--- src/design/ahs_pkg.sv ---
// Package for the adaptive hysteresis switcher: widths, timing and carriers.
// Assumes a 100 MHz core clock and signed field samples from a tracking converter.
package ahs_pkg;

  // ----------------------------------------
  // Widths and timing
  // ----------------------------------------
  localparam int          SAMPLE_W       = 16;
  localparam int          CLK_MHZ        = 100;
  localparam int          PWR_ON_TIME_US = 700;
  localparam int          PWR_ON_CYCLES  = PWR_ON_TIME_US * CLK_MHZ;
  localparam int          PWR_CNT_W      = 17;
  // Offset is amplitude divided by eight (12.5 percent)
  localparam int          HYST_SHIFT     = 3;
  localparam logic [1:0]  ARM_NONE       = 2'h0;

  // ----------------------------------------
  // Carriers
  // ----------------------------------------
  typedef struct packed {
    logic signed [SAMPLE_W-1:0] sample;
    logic                       valid;
  } ahs_sample_t;

  typedef struct packed {
    logic signed [SAMPLE_W-1:0] min_val;
    logic signed [SAMPLE_W-1:0] max_val;
    logic                       valid;
  } ahs_extrema_t;

  typedef enum logic [1:0] {
    ARM_IDLE = 2'b00,
    ARM_POS  = 2'b01,
    ARM_NEG  = 2'b11
  } ahs_arm_t;

endpackage : ahs_pkg

--- src/design/ahs_switcher.sv ---
// Decision logic turning field samples into speed output edges.
// Assumes samples and extrema arrive synchronous to core_clk_in from the digital core.
`timescale 1ns/1ps
`default_nettype none

// Summary of operation
// - Edge only when switching threshold crossed after a hysteresis crossing
// - Positive and negative hysteresis crossings must alternate to re-arm
// - Switching crossings without hysteresis crossing leave output unchanged
// - Armed edge happens at the switching crossing sample, not hysteresis
// - After rising through positive hysteresis, next switching crossing falls output
// - Hysteresis offset is one eighth of latest peak-to-peak, updated on each fresh extrema pair
// - Positive hysteresis threshold is switching threshold plus offset
// - Negative hysteresis threshold is switching threshold minus offset
// - Without noise, edges fall exactly on switching threshold crossings
// - Speed output floats while supply is below reset level
// - Switching threshold is mean of last minimum and maximum
// - Amplitude is last maximum minus last minimum
// - Output held high for 700 us power-on time before switching
module ahs_switcher
  import ahs_pkg::*;
(
  // Clock and reset
  input  wire logic         core_clk_in,
  input  wire logic         rst_n_in,
  // Supply monitor, low while supply is under the reset level
  input  wire logic         supply_ok_in,
  // Sample stream and extrema from the tracking core
  input  wire ahs_sample_t  sample_in,
  input  wire ahs_extrema_t extrema_in,
  // Open-drain speed output
  input  wire logic         speed_pin_in,
  output logic              speed_pin_out,
  output logic              speed_pin_oe_out,
  // Status
  output logic              speed_level_out,
  output logic              running_out
);

  // ----------------------------------------
  // Supply monitor synchroniser
  // ----------------------------------------
  logic sup_meta_r;
  logic sup_sync_r;

  always_ff @(posedge core_clk_in) begin
    if (!rst_n_in) begin
      sup_meta_r <= 1'b0;
      sup_sync_r <= 1'b0;
    end else begin
      sup_meta_r <= supply_ok_in;
      sup_sync_r <= sup_meta_r;
    end
  end

  // ----------------------------------------
  // Power-on timer
  // ----------------------------------------
  localparam logic [PWR_CNT_W-1:0] PWR_LAST = PWR_CNT_W'(PWR_ON_CYCLES - 1);
  logic [PWR_CNT_W-1:0] pwr_cnt_r;
  logic                 pwr_done_r;

  always_ff @(posedge core_clk_in) begin
    if (!rst_n_in || !sup_sync_r) begin
      pwr_cnt_r  <= '0;
      pwr_done_r <= 1'b0;
    end else if (!pwr_done_r) begin
      if (pwr_cnt_r == PWR_LAST) begin
        pwr_done_r <= 1'b1;
      end
      pwr_cnt_r <= pwr_cnt_r + PWR_CNT_W'(1);
    end
  end

  // ----------------------------------------
  // Threshold computation
  // ----------------------------------------
  logic signed [SAMPLE_W-1:0] sw_thr_r;
  logic signed [SAMPLE_W-1:0] pos_thr_r;
  logic signed [SAMPLE_W-1:0] neg_thr_r;
  logic                       thr_valid_r;
  logic signed [SAMPLE_W:0]   sum_w;
  logic signed [SAMPLE_W:0]   amp_w;
  logic signed [SAMPLE_W:0]   offs_w;
  logic signed [SAMPLE_W-1:0] mean_w;

  always_comb begin
    sum_w  = (SAMPLE_W+1)'(extrema_in.max_val) + (SAMPLE_W+1)'(extrema_in.min_val);
    mean_w = SAMPLE_W'(sum_w >>> 1);
    amp_w  = (SAMPLE_W+1)'(extrema_in.max_val) - (SAMPLE_W+1)'(extrema_in.min_val);
    offs_w = amp_w >>> HYST_SHIFT;
  end

  // Thresholds adapt only on a fresh extrema pair, keeping decisions stable between
  always_ff @(posedge core_clk_in) begin
    if (!rst_n_in) begin
      sw_thr_r    <= '0;
      pos_thr_r   <= '0;
      neg_thr_r   <= '0;
      thr_valid_r <= 1'b0;
    end else if (extrema_in.valid) begin
      sw_thr_r    <= mean_w;
      pos_thr_r   <= SAMPLE_W'((SAMPLE_W+1)'(mean_w) + offs_w);
      neg_thr_r   <= SAMPLE_W'((SAMPLE_W+1)'(mean_w) - offs_w);
      thr_valid_r <= 1'b1;
    end
  end

  // ----------------------------------------
  // Arming and output decision
  // ----------------------------------------
  ahs_arm_t arm_r;
  ahs_arm_t arm_nxt;
  ahs_arm_t last_dir_r;
  logic     level_r;
  logic     level_nxt;
  logic     active_w;
  logic     above_pos_w;
  logic     below_neg_w;
  logic     above_sw_w;

  assign active_w    = pwr_done_r && thr_valid_r && sample_in.valid;
  assign above_pos_w = sample_in.sample > pos_thr_r;
  assign below_neg_w = sample_in.sample < neg_thr_r;
  assign above_sw_w  = sample_in.sample >= sw_thr_r;

  always_comb begin
    arm_nxt   = arm_r;
    level_nxt = level_r;
    if (active_w) begin
      unique case (arm_r)
        ARM_IDLE: begin
          if (above_pos_w && last_dir_r != ARM_POS) begin
            arm_nxt = ARM_POS;
          end else if (below_neg_w && last_dir_r != ARM_NEG) begin
            arm_nxt = ARM_NEG;
          end
        end
        ARM_POS: begin
          // edges sit on the switching crossing
          if (!above_sw_w) begin
            level_nxt = 1'b0;
            arm_nxt   = ARM_IDLE;
          end
        end
        ARM_NEG: begin
          if (above_sw_w) begin
            level_nxt = 1'b1;
            arm_nxt   = ARM_IDLE;
          end
        end
        default: arm_nxt = ARM_IDLE;
      endcase
    end
  end

  // armed state, direction memory and output level
  // Supply loss sets the level high on the same edge as the timer resets, so no low level outlives it
  always_ff @(posedge core_clk_in) begin
    if (!rst_n_in || !pwr_done_r || !sup_sync_r) begin
      arm_r      <= ARM_IDLE;
      last_dir_r <= ARM_IDLE;
      level_r    <= 1'b1;
    end else begin
      arm_r   <= arm_nxt;
      level_r <= level_nxt;
      if (arm_r == ARM_IDLE && arm_nxt != ARM_IDLE) begin
        last_dir_r <= arm_nxt;
      end
    end
  end

  // ----------------------------------------
  // Open-drain driver
  // ----------------------------------------
  // floating below reset level; low driven only for a low level
  assign speed_pin_out    = 1'b0;
  assign speed_pin_oe_out = sup_sync_r && !level_r;
  assign speed_level_out  = level_r;
  assign running_out      = pwr_done_r && thr_valid_r;

  logic pin_seen_r;
  always_ff @(posedge core_clk_in) begin
    pin_seen_r <= speed_pin_in;
  end
endmodule : ahs_switcher

`default_nettype wire

--- config.mk ---
export PLATFORM = sky130hd
export DESIGN_NAME = ahs_switcher
export DESIGN_NICKNAME = d
export VERILOG_FILES = /design/src/design/ahs_pkg.sv /design/src/design/ahs_switcher.sv
export SDC_FILE = /design/constraint.sdc
export NUM_CORES = 1
export LEC_CHECK = 0
export BUFFER_PORTS_ARGS = -buffer_cell sky130_fd_sc_hd__clkbuf_2
export CAP_MARGIN = 20
export CELL_PAD_IN_SITES_DETAIL_PLACEMENT = 0
export CELL_PAD_IN_SITES_GLOBAL_PLACEMENT = 2
export CORE_MARGIN = 2
export CORE_UTILIZATION = 35
export CTS_CLUSTER_SIZE = 8
export DETAILED_ROUTE_END_ITERATION = 6
export PLACE_DENSITY = 0.89
export SETUP_SLACK_MARGIN = 0.5
export SKIP_CTS_REPAIR_TIMING = 1
export SYNTH_ARGS = -nofsm -noshare
export SYNTH_HDL_FRONTEND = slang
export SYNTH_SLANG_ARGS = --single-unit
--- constraint.sdc ---
create_clock -name core_clk_in -period 5.3 [get_ports core_clk_in]
set_clock_uncertainty 0.1 [all_clocks]
set_input_delay 0.265 -clock core_clk_in [delete_from_list [all_inputs] [get_ports core_clk_in]]
set_output_delay 0.265 -clock core_clk_in [all_outputs]
set_load 0.05 [all_outputs]
# After elaboration in Yosys (flattened, before gate mapping)

Index checks and enable logic that the tools add are counted.

$mul: 0
Add/subtract/negate cells: 5
Div/mod/pow operators: 0
Bitwise operators: 0
Reduce and logical (&&, ||, !) cells: 17
Muxes and demuxes: 11
Shift operators: 0
Eq/ne operators: 7
Order comparisons: 3

Operator list:

| cell                                                  | number |
|---|---|
| adder 16 x 16 -> 17 bit                               | 1 |
| adder 17 x 1 -> 17 bit, second input constant         | 1 |
| == test 17 bit, second input constant                 | 1 |
| subtractor 16 x 16 -> 17 bit                          | 1 |
| adder 16 x 14 -> 16 bit                               | 1 |
| greater-or-equal comparator 16 bit                    | 1 |
| > comparator 16 bit                                   | 1 |
| < comparator 16 bit                                   | 1 |
| subtractor 16 x 14 -> 16 bit                          | 1 |
| 2-to-1 mux 2 bit                                      | 5 |
| logical AND 1 bit                                     | 6 |
| inequality test 2 bit, second input constant          | 3 |
| case mux 2 bit (3 select lines)                       | 1 |
| logical NOT 1 bit                                     | 4 |
| 2-to-1 mux 1 bit                                      | 4 |
| AND reduction 4 bit                                   | 1 |
| nonzero test 2 bit                                    | 2 |
| logical OR 1 bit                                      | 3 |
| == test 2 x 1 -> 1 bit, second input constant         | 1 |
| == test 2 bit, second input constant                  | 1 |
| logical NOT 2 bit                                     | 1 |
| inequality test 2 x 1 -> 1 bit, second input constant | 1 |
| case mux 1 bit (2 select lines)                       | 1 |

Output and inout port bits: 4
Memories kept: 0
Latch bits: 0
Bits in registers: 74
Bits in writable memories: 0
Memory bits (read-only): 0

# Longest topological paths before layout

Depth in word-level cells: 8
Gate-level depth with buffers: 22

# Worst setup path before layout

Ideal clock, no wire load.

Kind: in2reg
From: in extrema_in[19] (netlist bit)
To: reg pos_thr_r[14]
Arrival time: 3.900 ns
Setup slack: 1.213 ns
Cell stages on the path: 21
Path through: inv_1 -> ha_1 -> a21o_1 -> a31oi_1 -> o21ai_1 -> a21oi_1 -> o21bai_1 -> a21oi_1 -> inv_1 -> a21oi_1 -> xnor2_1 -> ha_1 -> a21oi_1 -> nor3b_1 -> o211ai_1 -> a31oi_1 -> nor2b_1 -> o21a_1 -> o41a_1 -> mux2_2 -> o31ai_1

Word-level cells in the longest chain between the ends: 2
Elaborated cells between the ends (all ways): 3
Classes of those cells: add/sub: 3

Ends and longest elaborated chain:

| element                                                                        | RTL line                               | text |
|---|---|---|
| start, declared                                                                | ahs_switcher.sv:30                     | `input wire ahs_extrema_t extrema_in,` |
| adder 16 x 16 -> 17 bit / subtractor 16 x 16 -> 17 bit (equally long branches) | ahs_switcher.sv:88, ahs_switcher.sv:90 |  |
| adder 16 x 14 -> 16 bit (*)                                                    | ahs_switcher.sv:103                    | `pos_thr_r <= SAMPLE_W'((SAMPLE_W+1)'(mean_w) + offs_w);` |
| end signal, assigned                                                           | ahs_switcher.sv:103                    |  |
| end, declared                                                                  | ahs_switcher.sv:79                     | `logic signed [SAMPLE_W-1:0] pos_thr_r;` |

Mark *: on every way between the ends. The rest lies on a longest branch, timed or not.
A chain may end at the register's enable or synchronous reset.

# Worst setup path in the final report

Same ends and word-level chain as after synthesis.

==> metrics.yaml <==
diodes: 0
cts_htree_levels: 3
grt.overflow.total: 0
crit_fanout: 5
vdd_drop_max_uv: 178
r2r_slack_ns: 2.69
cts.sinks: 73
drt_pass1_iterations: 4
initial_utilization_pct: 35.5
grt_pass1_vias: 5203
relSlewSlack_pct: 56.4
fmax_mhz: 232
die_width_microns: 141
place_congestion: 0.813
synth_top_cell_by_area: "dfxtp_1"
drt_iter0_drc: 191
path_buf_inv: 3
vias_per_cell: 4.88
critical-path-slowest-cell: "ha_1"
leakagePower_uw: 0.00336
dp_hpwl_mm: 11.7
p_clk_share_pct: 25.8
antenna_found_initial: 0
cts-root-buf: "clkbuf_16"
setup_tns_ns: 0
synthCells: 824
start_kind: "input pin"
hold_class: "input pin to flop"
cts.path.max_buffers: 2
ys_types: 68
critical-path-max-stage-delay_ns: 0.34
finalSetupViolations: 0
p_switching_uw: 990
post-route-period-util_pct: 81.3
synth_area_leaders: "dfxtp_1 22%, ha_1 21%, inv_1 6.3%"
gr-usage-all-layers_pct: 15.1
rsz0062_at_grt: "false"
wirelength_mm: 14.5
power_density_nw_per_um2: 350
yosys_warnings: 0
worst_slew_pin_slew_ns: 0.653
worstSkewPairLatency_ns: 0.34
core_sq_um: 18600
port_buffers: 55
syn-cell-area_sq_um: 6590
hold_viol: 0
cts_tree: "built"
drive_above_1_share_pct: 11.1
cp_num_cells: 22
path_cells: "clkbuf_2, inv_1, ha_1, a21o_1, a31oi_1, o21ai_1, a21oi_1, o21bai_1, a21oi_1, inv_1, a21oi_1, xnor2_1, ha_1, a21oi_1, nor3b_1, o211ai_1, a31oi_1, nor2b_1, o21a_1, o41a_1, mux2_2, o31ai_1"
p_sw_share_pct: 38.3
area_growth_pct: 11.9
dieArea_sq_um: 20000
place_inst: 1083
routedWlPerCell_microns: 13.1
intPower_uw: 1590
drc_errors: 0
grt_pass1_wl_mm: 24.8
finalCriticalPeriod_ns: 4.31
slew_viol_final: 0
synthArstFlopShare_pct: 0
reg2reg_depth: 11
numCtsBuffers: 9
ioPinCount: 58
nets: 1026
comb_power_share_pct: 48.2
critPathCaptureType: "flop"
core.rowCount: 50
crit_type: "input pin to flop"
ys_seq_area_share_pct: 22.2
synth_edf_count: 0
crit_top_cell: "a21oi_1"
syn_avg_cell_area_sq_um: 8.00
clk_pin_slew_worst_paths_ns: 0.06
critical_path_arrival_ns: 4.46
sequentialPowerShare_pct: 26.0
critical_path.top_delay_family: "compound AO/OA/AOI/OAI gates"
yosys_register_bits: 73
grt_max_degree: 33
min_path_cells: 2
drv_cap: 0
synth_nets: 990
vias: 5362
ant_nets: 0
die_height_microns: 141
outcome: "finished, final reports clean"
worst_ep_required_time_ns: 5.45
synth-main-ff-cell: "dfxtp_1"
fin_cells: 1099
synth_top_cell_area_share_pct: 22.2
==> cells in the mapped netlist (3+ instances only) <==
cell type and instances:
inv_1 111, ha_1 109, nor2_1 85, dfxtp_1 73, a21oi_1 60, xnor2_1 45, o21ai_0 34, clkbuf_1 27
nand2_1 27, mux2i_1 22, xor2_1 20, a21o_1 18, nand4_1 16, nand3_1 15, nor2b_1 12, a211oi_1 11
nor3_1 10, or3_1 10, nand2b_1 8, o21a_1 8, o21bai_1 8, and3_1 7, a31oi_1 6, o211ai_1 5
o21ba_2 5, and2_1 4, nor4_1 4, o31ai_1 4, a311oi_1 3, fa_1 3, nor4b_1 3, o211a_1 3
==> stage by stage <==
stage | instance area (sq um) | util (%) | hold WS [ns] | worst slack [ns] | total power [uW]
2_1_floorplan | 6590 | - | 0.292 | 1.21 | 1640
3_3_place_gp | 7050 | 37.9 | 0.325 | 0.654 | 1920
3_5_place_dp | 7050 | 37.9 | 0.322 | 0.622 | 1930
4_1_cts | 7380 | 39.7 | 0.0282 | 0.960 | 2610
5_1_grt | 7380 | 39.7 | 0.0416 | 0.520 | 2820
6_report | 7380 | 39.7 | 0.0381 | 0.992 | 2580
==> layout by cell type (no fill, tap or decap), types with 7 or more instances in the layout <==
| cell type | instances |
|---|---|
| inv_1 | 111 |
| ha_1 | 109 |
| nor2_1 | 85 |
| dfxtp_1 | 73 |
| a21oi_1 | 60 |
| clkbuf_2 | 55 |
| xnor2_1 | 45 |
| o21ai_0 | 34 |
| nand2_1 | 27 |
| mux2i_1 | 22 |
| xor2_1 | 20 |
| a21o_1 | 18 |
| nand4_1 | 16 |
| nand3_1 | 15 |
| nor2b_1 | 12 |
| a211oi_1 | 11 |
| or3_1 | 10 |
| nor3_1 | 10 |
| clkbuf_16 | 9 |
| nand2b_1 | 8 |
| o21a_1 | 8 |
| o21bai_1 | 8 |
| and3_1 | 7 |
==> flip-flops by register name, indices dropped and copies added (netlist names) <==
signal           flops
pos_thr_r           16
sup_sync_r           1
speed_level_out      1
pwr_done_r           1
pwr_cnt_r           17
last_dir_r           2
arm_r                2
neg_thr_r           15
sw_thr_r            16
thr_valid_r          1
sup_meta_r           1
==> layer usage <==
metal | vias up | GRT usage, % | routed length, microns
met5 | - | 0 | 0
met2 | 56 | 23.7 | 6260
met4 | 0 | 4.63 | 216
met1 | 2393 | 21.5 | 7620
li1 | 2899 | - | -
met3 | 14 | 2.11 | 352
==> final cells by class <==
| class | instances | area (sq um) |
|---|---|---|
| Clock buffer | 10 | 239 |
| Tap cell | 234 | 293 |
| Timing Repair Buffer | 57 | 290 |
| Inverter | 111 | 417 |
| Clock inverter | 6 | 90.1 |
| Multi-Input combinational cell | 608 | 4590 |
| Sequential cell | 73 | 1460 |
| Fill cell | 1932 | 11200 |
==> final timing paths <==
| check | from | end |
|---|---|---|
| setup / recovery | extrema_in[19] | pos_thr_r[14] |
| hold / removal | supply_ok_in | sup_meta_r |
| setup reg to reg | neg_thr_r[1] | arm_r[0] |
| hold reg to reg | sup_meta_r | sup_sync_r |
==> power by group through the flow <==
| stage | Clock, uW | Sequential, uW | Combinational [uW] |
|---|---|---|---|
| after floorplan | 0 | 671 | 970 |
| after global placement | 0 | 681 | 1240 |
| after detailed placement | 0 | 683 | 1250 |
| after CTS | 685 | 671 | 1250 |
| after global routing | 713 | 681 | 1420 |
| final | 668 | 671 | 1250 |
==> cell families (layout without fill, tap and decap cells) <==
family,after synthesis,count (layout),share of synthesized area [%]
simple gates,212,212,15.8
compound gates,195,195,20.0
buf+inv,143,184,8.24
fa+ha+maj,112,112,21.6
flops,73,73,22.2
xor+xnor,65,65,8.64
mux,23,23,3.51
other cells,1,1,0.0569
==> worst register-to-register path, stage by stage (launching register included) <==
cell       delay (ns)
dfxtp_1          0.34
inv_1            0.05
ha_1             0.25
nor2b_1          0.13
o21a_1           0.16
o21ai_0          0.29
a2111oi_0        0.16
nor3_1           0.28
mux2i_1          0.26
nand3b_1         0.15
a21oi_1          0.08
a211o_1          0.26
Power figures use the tool's default switching activity.
